`config.mk`:
```
export PLATFORM = sky130hd
export DESIGN_NAME = ccs_top
export DESIGN_NICKNAME = d
export VERILOG_FILES = /design/src/shared/ccs_pkg.sv /design/src/core/ccs_cycle_enc.sv /design/src/core/ccs_top.sv
export VERILOG_INCLUDE_DIRS = /design/src /design/src/shared
export SDC_FILE = /design/constraint.sdc
export NUM_CORES = 1
export LEC_CHECK = 0
export ABC_CLOCK_PERIOD_IN_PS = 6060
export BUFFER_PORTS_ARGS = -buffer_cell sky130_fd_sc_hd__buf_4
export CORE_UTILIZATION = 55
export DETAILED_ROUTE_END_ITERATION = 7
export GPL_TIMING_DRIVEN = 0
export HOLD_SLACK_MARGIN = 0.12
export PLACE_DENSITY_LB_ADDON = 0.12
export SLEW_MARGIN = 20
export SYNTH_ARGS = -nofsm -noshare
export SYNTH_HDL_FRONTEND = slang
export SYNTH_SLANG_ARGS = --single-unit
```
`constraint.sdc`:
```
create_clock -name clk_in -period 6.06 [get_ports clk_in]
set_input_delay 0.303 -clock clk_in [delete_from_list [all_inputs] [get_ports clk_in]]
set_output_delay 0.303 -clock clk_in [all_outputs]
set_load 0.05 [all_outputs]
```
`src/shared/ccs_params.svh`:
```
// Constants for the cycle-type, suspend and reset sequencing block
`ifndef CCS_PARAMS_SVH
`define CCS_PARAMS_SVH
// All timing figures are in double-rate clock periods; clk_in is that clock
`define CCS_DOUBLE_RATE_CLOCK_MHZ 40
`define CCS_CLK_MHZ 40
`define CCS_RESET_MIN_PERIODS 15
`define CCS_RESET_TEST_PERIODS 80
`define CCS_INIT_PERIODS 400
`define CCS_SELFTEST_EXP 20
`define CCS_SELFTEST_EXTRA 60
// Cycle definition codes as {mem_io, data_ctl, write_read, lock_n}
`define CCS_CODE_INTA 4'h0
`define CCS_CODE_IO_RD 4'h5
`define CCS_CODE_IO_WR 4'h7
`define CCS_CODE_CODE_RD 4'h9
`define CCS_CODE_HALT 4'hB
`define CCS_CODE_LK_RD 4'hC
`define CCS_CODE_DATA_RD 4'hD
`define CCS_CODE_LK_WR 4'hE
`define CCS_CODE_DATA_WR 4'hF
`define CCS_BE_HALT 4'hB
`define CCS_BE_SHUTDOWN 4'hE
`define CCS_ESC_CTRL_ADDR 32'h8000_00F8
`define CCS_ESC_DATA_ADDR 32'h8000_00FC
`define CCS_FETCH_ADDR 24'hFF_FFF0
`define CCS_ACC_PASS 32'h0000_0000
`endif

```
`src/shared/ccs_pkg.sv`:
```
// Types for the cycle-type, suspend and reset sequencing block
package ccs_pkg;
  typedef enum logic [3:0] {
    CCS_K_INTA = 4'h0, CCS_K_IO_RD = 4'h1, CCS_K_IO_WR = 4'h2, CCS_K_CODE_RD = 4'h3,
    CCS_K_LK_RD = 4'h4, CCS_K_DATA_RD = 4'h5, CCS_K_LK_WR = 4'h6, CCS_K_DATA_WR = 4'h7,
    CCS_K_HALT = 4'h8, CCS_K_SHUTDOWN = 4'h9, CCS_K_ESC_OP = 4'hA, CCS_K_ESC_DATA = 4'hB
  } ccs_kind_e;
  typedef struct packed {
    logic mem_io;
    logic data_ctl;
    logic write_read;
    logic lock_n;
  } ccs_cycle_def_s;
  typedef struct packed {
    ccs_kind_e kind;
    logic [29:0] upper_addr;
    logic [3:0] be_n;
    logic pipelined;
  } ccs_bus_req_s;
endpackage

```
`src/core/ccs_cycle_enc.sv`:
```
// Maps a requested cycle kind to its definition code, address and byte enables
`timescale 1ns/1ps
`include "ccs_params.svh"
module ccs_cycle_enc (
  input wire ccs_pkg::ccs_bus_req_s req_in,
  output ccs_pkg::ccs_cycle_def_s def_out,
  output logic [29:0] addr_out,
  output logic [3:0] be_n_out
);
  localparam logic [31:0] ESC_CTRL = `CCS_ESC_CTRL_ADDR;
  localparam logic [31:0] ESC_DATA = `CCS_ESC_DATA_ADDR;
  logic [3:0] code;

  always_comb begin
    addr_out = req_in.upper_addr;
    be_n_out = req_in.be_n;
    unique case (req_in.kind)
      ccs_pkg::CCS_K_INTA: code = `CCS_CODE_INTA;
      ccs_pkg::CCS_K_IO_RD: code = `CCS_CODE_IO_RD;
      ccs_pkg::CCS_K_IO_WR: code = `CCS_CODE_IO_WR;
      ccs_pkg::CCS_K_CODE_RD: code = `CCS_CODE_CODE_RD;
      ccs_pkg::CCS_K_LK_RD: code = `CCS_CODE_LK_RD;
      ccs_pkg::CCS_K_DATA_RD: code = `CCS_CODE_DATA_RD;
      ccs_pkg::CCS_K_LK_WR: code = `CCS_CODE_LK_WR;
      ccs_pkg::CCS_K_DATA_WR: code = `CCS_CODE_DATA_WR;
      ccs_pkg::CCS_K_HALT: begin
        code = `CCS_CODE_HALT;
        addr_out = 30'h0000_0000;
        be_n_out = `CCS_BE_HALT;
      end
      ccs_pkg::CCS_K_SHUTDOWN: begin
        code = `CCS_CODE_HALT;
        addr_out = 30'h0000_0000;
        be_n_out = `CCS_BE_SHUTDOWN;
      end
      ccs_pkg::CCS_K_ESC_OP: begin
        code = `CCS_CODE_IO_WR;
        addr_out = ESC_CTRL[31:2];
      end
      ccs_pkg::CCS_K_ESC_DATA: begin
        code = req_in.kind == ccs_pkg::CCS_K_ESC_DATA && req_in.be_n[3] ? `CCS_CODE_IO_RD : `CCS_CODE_IO_WR;
        addr_out = ESC_DATA[31:2];
      end
      // Unused kind codes fall back to a plain data read
      default: code = `CCS_CODE_DATA_RD;
    endcase
    def_out = code;
  end
endmodule

```
`src/core/ccs_top.sv`:
```
// Cycle-type outputs, suspend handshake and reset sequencing of the processor
`timescale 1ns/1ps
`include "ccs_params.svh"
module ccs_top #(
  parameter int unsigned SELFTEST_CLKS = (32'd1 << `CCS_SELFTEST_EXP) + `CCS_SELFTEST_EXTRA,
  parameter logic [31:0] FAULT_CODE = 32'h0000_0001 // Arbitrary nonzero fault signature
) (
  input wire logic clk_in,
  input wire logic rst_n_in,
  input wire logic reset_in,
  input wire logic busy_n_in,
  input wire logic suspend_request_n_in,
  input wire logic suspend_request_n_enable_in,
  input wire logic halt_exec_in,
  input wire logic core_drained_in,
  input wire logic hold_in,
  input wire logic float_in,
  input wire logic nmi_in,
  input wire logic maskable_irq_in,
  input wire logic irq_enable_in,
  input wire logic mgmt_irq_n_in,
  input wire logic selftest_fail_in,
  input wire logic req_valid_in,
  input wire ccs_pkg::ccs_bus_req_s req_in,
  input wire logic ready_n_in,
  output logic req_ready_out,
  output logic cycle_done_out,
  output ccs_pkg::ccs_cycle_def_s def_out,
  output logic def_oe_out,
  output logic address_strobe_n_out,
  output logic [29:0] upper_address_lines_out,
  output logic [3:0] byte_enables_n_out,
  output logic addr_oe_out,
  output logic data_lines_oe_out,
  output logic hold_ack_out,
  output logic mgmt_strobe_n_out,
  output logic suspend_ack_n_out,
  output logic suspend_ack_oe_out,
  output logic core_clk_en_out,
  output logic phase2_out,
  output logic selftest_active_out,
  output logic init_active_out,
  output logic fetch_start_out,
  output logic [23:0] fetch_addr_out,
  output logic [31:0] accumulator_reg_out,
  output logic nmi_take_out,
  output logic maskable_irq_take_out,
  output logic smi_take_out
);
  localparam int unsigned CLK_PER_PERIOD = `CCS_CLK_MHZ / `CCS_DOUBLE_RATE_CLOCK_MHZ;
  localparam int unsigned INIT_CLKS = `CCS_INIT_PERIODS * CLK_PER_PERIOD;
  localparam int unsigned TEST_RST_CLKS = `CCS_RESET_TEST_PERIODS * CLK_PER_PERIOD;
  // One counter serves both the self-test and the initialisation countdown
  localparam int CW = $clog2((SELFTEST_CLKS > INIT_CLKS ? SELFTEST_CLKS : INIT_CLKS) + 1);

  if (SELFTEST_CLKS < 2 || CLK_PER_PERIOD != 1 || FAULT_CODE == `CCS_ACC_PASS) begin
    $error("ccs_top: unsupported parameter values");
  end

  typedef enum logic [5:0] {
    S_RST = 6'b00_0001, S_TEST = 6'b00_0010, S_INIT = 6'b00_0100,
    S_RUN = 6'b00_1000, S_DRAIN = 6'b01_0000, S_SUSPEND_REQUEST_N = 6'b10_0000
  } ccs_seq_e;
  typedef enum logic [3:0] {
    B_IDLE = 4'b0001, B_T1 = 4'b0010, B_T2 = 4'b0100, B_HOLD = 4'b1000
  } ccs_bus_e;

  ccs_seq_e seq_r, seq_nxt;
  ccs_bus_e bus_r, bus_nxt;
  logic [CW-1:0] cnt_r, cnt_nxt;
  logic [6:0] rst_len_r, rst_len_nxt;
  logic reset_d_r, busy_at_fall_r, fault_r, fault_nxt;
  logic phase_r, phase_nxt;
  logic halt_mode_r, halt_mode_nxt, halt_pend_r, halt_pend_nxt;
  logic nmi_d_r, nmi_lat_r, nmi_lat_nxt, maskable_irq_lat_r, maskable_irq_lat_nxt, smi_lat_r, smi_lat_nxt;
  logic [31:0] acc_r, acc_nxt;
  logic fetch_r, fetch_nxt, nmi_tk_r, nmi_tk_nxt, maskable_irq_tk_r, maskable_irq_tk_nxt, smi_tk_r, smi_tk_nxt;
  ccs_pkg::ccs_bus_req_s cur_r, cur_nxt, enc_req;
  ccs_pkg::ccs_cycle_def_s enc_def;
  logic [29:0] enc_addr;
  logic [3:0] enc_be;
  ccs_pkg::ccs_cycle_def_s pin_def_r, pin_def_nxt;
  logic [29:0] pin_addr_r, pin_addr_nxt;
  logic [3:0] pin_be_r, pin_be_nxt;
  logic pin_ads_n_r, pin_ads_n_nxt, pin_float_r, pin_float_nxt, pin_hold_ack_out_r, pin_hold_ack_out_nxt;
  logic pin_suspend_request_n_n_r, pin_suspend_request_n_n_nxt, lock_hold_r, lock_hold_nxt;
  logic nmi_rise, bus_idle, take, suspend_request_n_wake, halt_wake;

  ccs_cycle_enc u_enc (
    .req_in(enc_req),
    .def_out(enc_def),
    .addr_out(enc_addr),
    .be_n_out(enc_be)
  );

  assign nmi_rise = nmi_in & ~nmi_d_r;
  // a taken request is encoded at once, so pins are valid with the strobe
  assign take = phase_r && !reset_in && bus_r == B_IDLE && !hold_in && req_valid_in &&
                (seq_r == S_RUN || seq_r == S_DRAIN);
  assign enc_req = take ? req_in : cur_r;
  assign bus_idle = (bus_r == B_IDLE) && !req_valid_in;
  // request suspend keeps watching the request, halt suspend does not
  assign suspend_request_n_wake = !halt_mode_r && suspend_request_n_in;
  // halt suspend exits on NMI or unmasked maskable interrupt
  assign halt_wake = halt_mode_r && (nmi_rise || (maskable_irq_in && irq_enable_in));

  // Reset sequence, phase tracking and suspend control
  always_comb begin
    seq_nxt = seq_r;
    cnt_nxt = cnt_r;
    fault_nxt = fault_r;
    acc_nxt = acc_r;
    halt_mode_nxt = halt_mode_r;
    halt_pend_nxt = halt_pend_r | halt_exec_in;
    fetch_nxt = 1'b0;
    nmi_tk_nxt = 1'b0;
    maskable_irq_tk_nxt = 1'b0;
    smi_tk_nxt = 1'b0;
    nmi_lat_nxt = nmi_lat_r;
    maskable_irq_lat_nxt = maskable_irq_lat_r;
    smi_lat_nxt = smi_lat_r;
    rst_len_nxt = rst_len_r;
    // phase two is the second edge after reset falls
    phase_nxt = ~phase_r;
    unique case (seq_r)
      S_RST: begin
        // busy low at release requests self-test
        if (!reset_in) begin
          if (!busy_at_fall_r) begin
            seq_nxt = S_TEST;
            cnt_nxt = CW'(SELFTEST_CLKS - 1);
            // A short reset before self-test is reported as a fault
            fault_nxt = rst_len_r < 7'(TEST_RST_CLKS);
          end else begin
            seq_nxt = S_INIT;
            cnt_nxt = CW'(INIT_CLKS - 1);
          end
        end
      end
      S_TEST: begin
        if (selftest_fail_in) begin
          fault_nxt = 1'b1;
        end
        if (cnt_r == '0) begin
          acc_nxt = fault_r || selftest_fail_in ? FAULT_CODE : `CCS_ACC_PASS;
          seq_nxt = S_INIT;
          cnt_nxt = CW'(INIT_CLKS - 1);
        end else begin
          cnt_nxt = cnt_r - CW'(1);
        end
      end
      S_INIT: begin
        if (cnt_r == '0) begin
          // first fetch from the reset vector
          seq_nxt = S_RUN;
          fetch_nxt = 1'b1;
        end else begin
          cnt_nxt = cnt_r - CW'(1);
        end
      end
      S_RUN: begin
        if (suspend_request_n_enable_in && !suspend_request_n_in) begin
          seq_nxt = S_DRAIN;
          halt_mode_nxt = 1'b0;
        end else if (suspend_request_n_enable_in && halt_pend_r) begin
          seq_nxt = S_DRAIN;
          halt_mode_nxt = 1'b1;
        end
      end
      S_DRAIN: begin
        // drain work and wait for coprocessor idle
        if (core_drained_in && bus_idle && busy_n_in) begin
          seq_nxt = S_SUSPEND_REQUEST_N;
          halt_pend_nxt = halt_exec_in;
          nmi_lat_nxt = 1'b0;
          maskable_irq_lat_nxt = 1'b0;
          smi_lat_nxt = 1'b0;
        end
      end
      S_SUSPEND_REQUEST_N: begin
        // latch interrupts during request suspend, set wins
        if (!halt_mode_r) begin
          nmi_lat_nxt = nmi_lat_r | nmi_rise;
          maskable_irq_lat_nxt = maskable_irq_lat_r | maskable_irq_in;
          smi_lat_nxt = smi_lat_r | ~mgmt_irq_n_in;
        end
        if (suspend_request_n_wake) begin
          seq_nxt = S_RUN;
          nmi_tk_nxt = nmi_lat_r | nmi_rise;
          maskable_irq_tk_nxt = maskable_irq_lat_r | maskable_irq_in;
          smi_tk_nxt = smi_lat_r | ~mgmt_irq_n_in;
        end else if (halt_wake) begin
          seq_nxt = S_RUN;
          nmi_tk_nxt = nmi_rise;
          maskable_irq_tk_nxt = ~nmi_rise;
        end
      end
      default: seq_nxt = S_RST;
    endcase
    if (reset_in) begin
      seq_nxt = S_RST;
      phase_nxt = 1'b1;
      halt_pend_nxt = 1'b0;
      rst_len_nxt = rst_len_r == 7'(TEST_RST_CLKS) ? rst_len_r : rst_len_r + 7'd1;
      if (!reset_d_r) begin
        rst_len_nxt = 7'd1;
      end
    end
  end

  always_ff @(posedge clk_in or negedge rst_n_in) begin
    if (!rst_n_in) begin
      seq_r <= S_RST;
      cnt_r <= '0;
      fault_r <= 1'b0;
      acc_r <= 32'h0000_0000;
      halt_mode_r <= 1'b0;
      halt_pend_r <= 1'b0;
      fetch_r <= 1'b0;
      nmi_tk_r <= 1'b0;
      maskable_irq_tk_r <= 1'b0;
      smi_tk_r <= 1'b0;
      nmi_lat_r <= 1'b0;
      maskable_irq_lat_r <= 1'b0;
      smi_lat_r <= 1'b0;
      rst_len_r <= 7'h00;
      phase_r <= 1'b1;
      reset_d_r <= 1'b0;
      busy_at_fall_r <= 1'b1;
      nmi_d_r <= 1'b0;
    end else begin
      seq_r <= seq_nxt;
      cnt_r <= cnt_nxt;
      fault_r <= fault_nxt;
      acc_r <= acc_nxt;
      halt_mode_r <= halt_mode_nxt;
      halt_pend_r <= halt_pend_nxt;
      fetch_r <= fetch_nxt;
      nmi_tk_r <= nmi_tk_nxt;
      maskable_irq_tk_r <= maskable_irq_tk_nxt;
      smi_tk_r <= smi_tk_nxt;
      nmi_lat_r <= nmi_lat_nxt;
      maskable_irq_lat_r <= maskable_irq_lat_nxt;
      smi_lat_r <= smi_lat_nxt;
      rst_len_r <= rst_len_nxt;
      phase_r <= phase_nxt;
      reset_d_r <= reset_in;
      busy_at_fall_r <= reset_in ? busy_n_in : busy_at_fall_r;
      nmi_d_r <= nmi_in;
    end
  end

  // Bus state and pin drive; T states end on phase two
  always_comb begin
    bus_nxt = bus_r;
    cur_nxt = cur_r;
    lock_hold_nxt = lock_hold_r;
    if (phase_r) begin
      unique case (bus_r)
        B_IDLE: begin
          if (hold_in) begin
            bus_nxt = B_HOLD;
          end else if (take) begin
            cur_nxt = req_in;
            bus_nxt = B_T1;
            lock_hold_nxt = req_in.pipelined;
          end
        end
        B_T1: begin
          bus_nxt = B_T2;
          lock_hold_nxt = 1'b0;
        end
        // ready from the system ends every cycle
        B_T2: begin
          if (!ready_n_in) begin
            bus_nxt = B_IDLE;
          end
        end
        B_HOLD: begin
          if (!hold_in) begin
            bus_nxt = B_IDLE;
          end
        end
        default: bus_nxt = B_IDLE;
      endcase
    end
    pin_def_nxt = enc_def;
    pin_addr_nxt = enc_addr;
    pin_be_nxt = enc_be;
    // strobe asserted in T1 with the definition
    pin_ads_n_nxt = bus_nxt != B_T1;
    // non-pipelined lock valid with the others
    // pipelined lock held back through T1, valid from T2
    if (lock_hold_nxt) begin
      pin_def_nxt.lock_n = 1'b1;
    end
    // float in hold or float state
    pin_float_nxt = bus_nxt == B_HOLD || float_in;
    pin_hold_ack_out_nxt = bus_nxt == B_HOLD;
    pin_suspend_request_n_n_nxt = 1'b1;
    if (seq_nxt == S_SUSPEND_REQUEST_N) begin
      pin_def_nxt = 4'b0101;
      pin_addr_nxt = '1;
      pin_be_nxt = 4'h0;
      pin_ads_n_nxt = 1'b1;
      pin_float_nxt = 1'b0;
      pin_hold_ack_out_nxt = 1'b0;
      pin_suspend_request_n_n_nxt = 1'b0;
    end
    // reset aborts the bus cycle and sets reset pin states
    if (reset_in) begin
      bus_nxt = B_IDLE;
      pin_def_nxt = 4'b0101;
      pin_addr_nxt = '1;
      pin_be_nxt = 4'h0;
      pin_ads_n_nxt = 1'b1;
      pin_float_nxt = 1'b0;
      pin_hold_ack_out_nxt = 1'b0;
      pin_suspend_request_n_n_nxt = 1'b1;
    end
  end

  always_ff @(posedge clk_in or negedge rst_n_in) begin
    if (!rst_n_in) begin
      bus_r <= B_IDLE;
      cur_r <= '0;
      lock_hold_r <= 1'b0;
      pin_def_r <= 4'b0101;
      pin_addr_r <= 30'h3FFF_FFFF;
      pin_be_r <= 4'h0;
      pin_ads_n_r <= 1'b1;
      pin_float_r <= 1'b0;
      pin_hold_ack_out_r <= 1'b0;
      pin_suspend_request_n_n_r <= 1'b1;
    end else begin
      bus_r <= bus_nxt;
      cur_r <= cur_nxt;
      lock_hold_r <= lock_hold_nxt;
      pin_def_r <= pin_def_nxt;
      pin_addr_r <= pin_addr_nxt;
      pin_be_r <= pin_be_nxt;
      pin_ads_n_r <= pin_ads_n_nxt;
      pin_float_r <= pin_float_nxt;
      pin_hold_ack_out_r <= pin_hold_ack_out_nxt;
      pin_suspend_request_n_n_r <= pin_suspend_request_n_n_nxt;
    end
  end

  assign req_ready_out = take;
  assign cycle_done_out = bus_r == B_T2 && phase_r && !ready_n_in && !reset_in;
  assign def_out = pin_def_r;
  assign def_oe_out = ~pin_float_r;
  assign address_strobe_n_out = pin_ads_n_r;
  assign upper_address_lines_out = pin_addr_r;
  assign byte_enables_n_out = pin_be_r;
  assign addr_oe_out = ~pin_float_r;
  // Data bus floats outside write cycles, always in suspend
  assign data_lines_oe_out = (bus_r == B_T2) && cur_r.kind != ccs_pkg::CCS_K_HALT &&
                             cur_r.kind != ccs_pkg::CCS_K_SHUTDOWN && enc_def.write_read && !pin_float_r;
  assign hold_ack_out = pin_hold_ack_out_r;
  // Management strobe idles high; management cycles live elsewhere
  assign mgmt_strobe_n_out = 1'b1;
  assign suspend_ack_n_out = pin_suspend_request_n_n_r;
  assign suspend_ack_oe_out = suspend_request_n_enable_in;
  // core logic needs no input clock edges while acknowledged
  assign core_clk_en_out = phase_r && seq_r != S_SUSPEND_REQUEST_N && seq_r != S_RST;
  assign phase2_out = phase_r;
  assign selftest_active_out = seq_r == S_TEST;
  assign init_active_out = seq_r == S_INIT;
  assign fetch_start_out = fetch_r;
  assign fetch_addr_out = `CCS_FETCH_ADDR;
  assign accumulator_reg_out = acc_r;
  assign nmi_take_out = nmi_tk_r;
  assign maskable_irq_take_out = maskable_irq_tk_r;
  assign smi_take_out = smi_tk_r;
  // reset length is the system's duty; short self-test resets read as faults
endmodule

```
Word level (Yosys, flattened, before mapping):

Index checks and enable logic that the tools add are counted.

* register bits: 166
* input port bits: 56
* output and inout port bits: 112
* logic and storage cells: 209

* add/subtract/negate cells: 2
* magnitude comparators: 1
* equality and inequality tests: 35
* muxes and demuxes: 76
* bitwise operators: 11
* reductions and logical operators: 50

Operator list (number)
* 30-bit case mux with 3 select lines: 1
* 21-bit two-way mux: 4
* 21-bit case mux with 3 select lines: 1
* 30-bit two-way mux: 2
* 6-bit two-way mux: 8
* 4-bit two-way mux: 10
* 39-bit two-way mux: 1
* 1-bit two-way mux: 36
* 4-bit case mux with 9 select lines: 1
* 6-bit case mux with 6 select lines: 1
* 4-bit equality test, second input constant: 6
* 1-bit logical AND: 23
* 21-bit logical NOT: 1
* 21-bit by 1-bit subtractor with 21-bit output, second input constant: 1
* 4-bit by 3-bit equality test with 1-bit output, second input constant: 4
* 4-bit case mux with 4 select lines: 1
* 7-bit two-way mux: 2
* 4-bit by 2-bit equality test with 1-bit output, second input constant: 3
* 6-bit equality test, second input constant: 2
* 2-bit != test, second input constant: 6
* 1-bit case mux with 2 select lines: 5
* 3-bit AND reduction: 3
* 4-bit by 1-bit equality test with 1-bit output, second input constant: 2
* 4-bit != test, second input constant: 2
* 26 further kinds: 49

Longest topological paths before layout:

* depth in word-level cells: 14
* gate-level depth with buffers: 9
* mapped depth without buffers: 7

Cells and area by module:

Synthesis repeated with hierarchy kept, for this count alone.

* cell total of the unflattened synthesis: 700
* area total of the unflattened synthesis: 7302.0 um^2

By module, submodules not included
* ccs_top: instances 1, cells an instance 635, area an instance 6919.1 um^2, sequential area each 3425.8 um^2
* ccs_cycle_enc: instances 1, cells an instance 65, area an instance 382.9 um^2, sequential area each 0.0 um^2

Worst setup path after synthesis:

Ideal clock, no wire load.

* path type: register to output
* start: reg phase_r (netlist: phase2_out)
* end: out data_lines_oe_out
* arrival time: 3.759 ns
* data required time: 5.757 ns
* path slack: 1.998 ns
* stages on the path, launching flop included: 8
* buffers on the path: 1
* cell sequence: dfstp_2 > or4bb_1 > or4_1 > buf_4 > mux2i_4 > inv_1 > mux2i_1 > nor4_1

* longest elaborated chain between the ends: 12
* elaborated cells between the ends (all ways): 24
* classes of those cells: eq/ne (10); mux (3); reduce/logical (11)

RTL lines
* start: declaration: line ccs_top.sv:73 `logic phase_r, phase_nxt;`
* start signal: assignment: line ccs_top.sv:246 `phase_r <= phase_nxt;`
* 1-bit logical AND (*) (5 in a row): line ccs_top.sv:98 `assign take = phase_r && !reset_in && bus_r == B_IDLE && !hold_in && req_valid_in &&`
* 39-bit two-way mux (*)
* 4-bit equality test: line ccs_cycle_enc.sv:17, ccs_cycle_enc.sv:41
* 1-bit logical AND: line ccs_cycle_enc.sv:41 `` code = req_in.kind == ccs_pkg::CCS_K_ESC_DATA && req_in.be_n[3] ? `CCS_CODE_IO_RD : `CCS_CODE_IO_WR; ``
* 2-bit two-way mux (no source line)
* 4-bit case mux with 9 select lines (*): line ccs_cycle_enc.sv:17 `unique case (req_in.kind)`
* 1-bit logical AND (*) (2 in a row): line ccs_top.sv:359 `cur_r.kind != ccs_pkg::CCS_K_SHUTDOWN && enc_def.write_read && !pin_float_r;`
* end: declaration: line ccs_top.sv:34 `output logic data_lines_oe_out,`

Mark *: on every way between the ends. The rest lies on a longest branch, timed or not.

Worst setup path after layout:

* start: in reset_in
* end: out data_lines_oe_out

* longest elaborated chain between the ends: 13
* elaborated cells between the ends (all ways): 25
* classes of those cells: eq/ne (10); mux (3); reduce/logical (12)

RTL lines
* start: declaration: line ccs_top.sv:10 `input wire logic reset_in,`
* 1-bit logical NOT (*): line ccs_top.sv:98
* 1-bit logical AND (*) (5 in a row): line ccs_top.sv:98
* 39-bit two-way mux (*)
* 4-bit equality test: line ccs_cycle_enc.sv:17, ccs_cycle_enc.sv:41
* 1-bit logical AND: line ccs_cycle_enc.sv:41
* 2-bit two-way mux (no source line)
* 4-bit case mux with 9 select lines (*): line ccs_cycle_enc.sv:17
* 1-bit logical AND (*) (2 in a row): line ccs_top.sv:359

Marks and branches as above.

==> qor.yml <==
p_leak_nw: 4.26
clock_skew_ns: 0.0139
tightestPinTransition_ns: 0.952
track_usage: 0.259
drt.antenna.violating_nets: 0
route.layer.met1.wl_um: 6070
drt_wl_total_um: 15400
post-cts-setup-buffers: 0
yosysUniqueCellTypes: 62
path_buf_inv: 6
drive_above_1_share: 0.335
swShare: 0.305
critical_path.max_fanout: 10
fin_util: 0.743
tritoncts: "done"
slew_violations: 0
dp_hpwl_um: 10800
p_per_area_nw_per_um2: 292
setup-tns-final_ns: 0
syn_inst: 649
grt_pass1_vias: 5343
insertion_delay_ns: 0.41
cp.arrival_ns: 3.56
grt_pass1_wl_um: 25700
dr_total_vias: 5384
ys_top_cells_by_area: "dfrtp_1 36%, dfstp_2 15%, buf_4 6.7%"
fin_crit_sh: 0.637
coreArea_um2: 11600
cp-end-kind: "output port"
synth_edf_count: 0
io_buffer_count: 111
place_congestion: 0.884
holdCritStartpoint: "req_in[4]"
hp-class: "input pin to register"
clk_pin_slew_ns: 0.06
rsz0062_at_grt: "no"
slew_headroom: 0.365
grt-ovfl-total: 0
grt_start_max_net_pins: 75
switchingPower_w: 0.000766
crit_type: "input pin to output port"
post_cts_resized: 0
ys.warnings.count: 0
cts_max_level: 4
layout.nets: 906
numCtsBuffers: 17
cp_cell_sequence: "dlygate4sd3_1, buf_4, clkbuf_1, or4bb_1, or4_1, buf_4, buf_6, mux2i_4, a311oi_1, nor4_1, buf_4"
hold_violations: 0
status: "finished, violations left"
cp-start-kind: "input pin"
nFillCells: 803
diodes: 0
wl_met2_um: 8120
slowest_delay_ns: 0.60
power_frac_seq: 0.404
grt_antenna_before_repair: 0
regToRegSetupSlack_ns: 2.54
yosys_most_used_dff: "dfrtp_1"
start_util: 0.573
p_clk_frac: 0.404
die_h_um: 112
clock.fmax_ghz: 0.259
multi_input_area_um2: 2760
rows: 39
critPathSlowestCell: "or4bb_1"
cp_top_family: "buffers and inverters"
wl_met3_um: 1090
worst_path_most_repeated_cell: "buf_4"
critical_path_required_ns: 5.76
dp_worst_setup_slack_ns: 2.63
seqCellArea_um2: 3400
p_comb_frac: 0.192
cts_hold_buf: 13
cts.sinks: 134
die_width_um: 112
clock_path_buffers: 2
r2r_start: "cnt_r[0]$_DFFE_PN0P_"
avgSynthCellArea_um2: 10.2
async_flop_share: 1.00
synth_area_um2: 6620
synth_top_area_cell: "dfrtp_1"
cap_violations: 0
crit_start: "reset_in"
yosysSeqAreaShare: 0.513
synth_top_area_frac: 0.363
root_buffer: "clkbuf_16"
drcViolationCount: 6
period_needed_ns: 3.86
dr.pass1.iters: 8
die-area_um2: 12500
vias_per_cell: 5.37
routed.top_layer: "met4"
initialDrtViolationCount: 391
violations: "design-rule violations"
power_w: 0.00251
area_growth_pct: 29.7
ir_worst_vdd_v: 0.000203
wl_per_cell_um: 15.4
synth_seq_cells: 134
finalSetupViolCount: 0
num_io_pins: 168
setup_slack_ns: 2.20
p_int_w: 0.00175
hold_ws_ns: 0.135
==> synth_stat cells, drive strengths merged (7+ instances only) <==
master   n
clkbuf  17
dfstp   38
nand2   93
nor3    14
o31ai   15
nand3   18
nor4b    7
nor4    11
inv     24
a31oi    8
or4     18
buf     67
mux2    28
o211ai   8
dfrtp   96
a21o    10
o21ai   20
mux2i   11
nor2    30
a21oi   32
nand2b   8
==> metrics by stage <==
stage	instance area (um^2)	cells
global route	8590	1003
detailed placement	7870	958
floorplan	6830	703
CTS	8590	1003
finish	8590	1003
global placement	7840	957
==> per-layer routing <==
metal,vias to the layer above,GRT usage
li1,2583,-
met1,2608,0.304
met2,171,0.451
met3,22,0.0811
met4,0,0.0838
met5,-,0
==> state kept, by name, summed over array words and instances, names as in the netlist, 4 cells and up <==
name                     count
upper_address_lines_out     30
seq_r                        6
cur_r                       38
byte_enables_n_out           4
bus_r                        4
def_out                      4
rst_len_r                    7
cnt_r                       21
==> worst reg2reg max path, delay by kind of cell, from the launching register on <==
family | cells | cell delay [ns]
adder cells (fa/ha/maj) | 1 | 0.24
AND/OR/NAND/NOR | 3 | 1.83
AO/OA/AOI/OAI | 2 | 0.28
buffers and inverters | 3 | 0.68
flip-flops | 1 | 0.42
==> power groups by stage <==
stage	combinational, W	clock (W)	sequential, W
floorplan	0.000302	0	0.00106
global placement	0.000458	0	0.00102
detailed placement	0.000470	0	0.00103
CTS	0.000478	0.00103	0.00101
global route	0.000521	0.00107	0.00102
finish	0.000482	0.00102	0.00102
==> cell families (layout without fill, tap and decap cells) <==
| group | count (synthesis) | in the layout | share of synthesized area |
|---|---|---|---|
| adder cells (fa/ha/maj) | 3 | 3 | 0.00567 |
| other | 2 | 56 | 0.00113 |
| AND/OR/NAND/NOR | 243 | 243 | 0.191 |
| flip-flops | 134 | 134 | 0.513 |
| buffers and inverters | 108 | 265 | 0.101 |
| XOR/XNOR | 4 | 4 | 0.00529 |
| AO/OA/AOI/OAI | 116 | 116 | 0.113 |
| multiplexers | 39 | 39 | 0.0699 |
==> placed cells by master (no fill, tap or decap), types with 5 or more instances in the layout <==
cell,instances
nand3_1,18
nor4b_1,7
mux2_2,26
conb_1,56
nor4_1,10
dlygate4sd3_1,13
dfrtp_1,96
nor3_1,14
nand3b_1,5
a31oi_1,8
clkbuf_1,18
o21ai_0,20
o31ai_1,15
buf_6,5
nor2_1,30
nand2b_1,8
dfstp_2,38
a21oi_1,32
clkbuf_16,17
or3_1,6
inv_1,24
buf_4,169
a21o_1,10
mux2i_1,8
nand2_1,93
inv_6,6
or4_1,17
o211ai_1,8
or2_2,6
==> final cells by class <==
type | count | share of cell area
buffer | 84 | 0.0673
clock buffer | 19 | 0.0516
clock inverter | 13 | 0.0167
inverter | 24 | 0.0105
multi-input combinational | 461 | 0.321
sequential | 134 | 0.396
tap | 143 | 0.0208
timing repair buffer | 125 | 0.116
==> path summary, 6_finish.rpt <==
| kind | endpoint | cells after the start |
|---|---|---|
| hold reg to reg | cur_r[2]$_DFFE_PN0P_ | 2 |
| max in group asynchronous | upper_address_lines_out[23]$_DFF_PN1_ | 3 |
| min in group asynchronous | maskable_irq_take_out$_DFF_PN0_ | 2 |
| setup / recovery | data_lines_oe_out | 11 |
| hold / removal | cur_r[4]$_DFFE_PN0P_ | 3 |
| setup reg to reg | cnt_r[9]$_DFFE_PN0P_ | 9 |
Power figures use the tool's default switching activity.
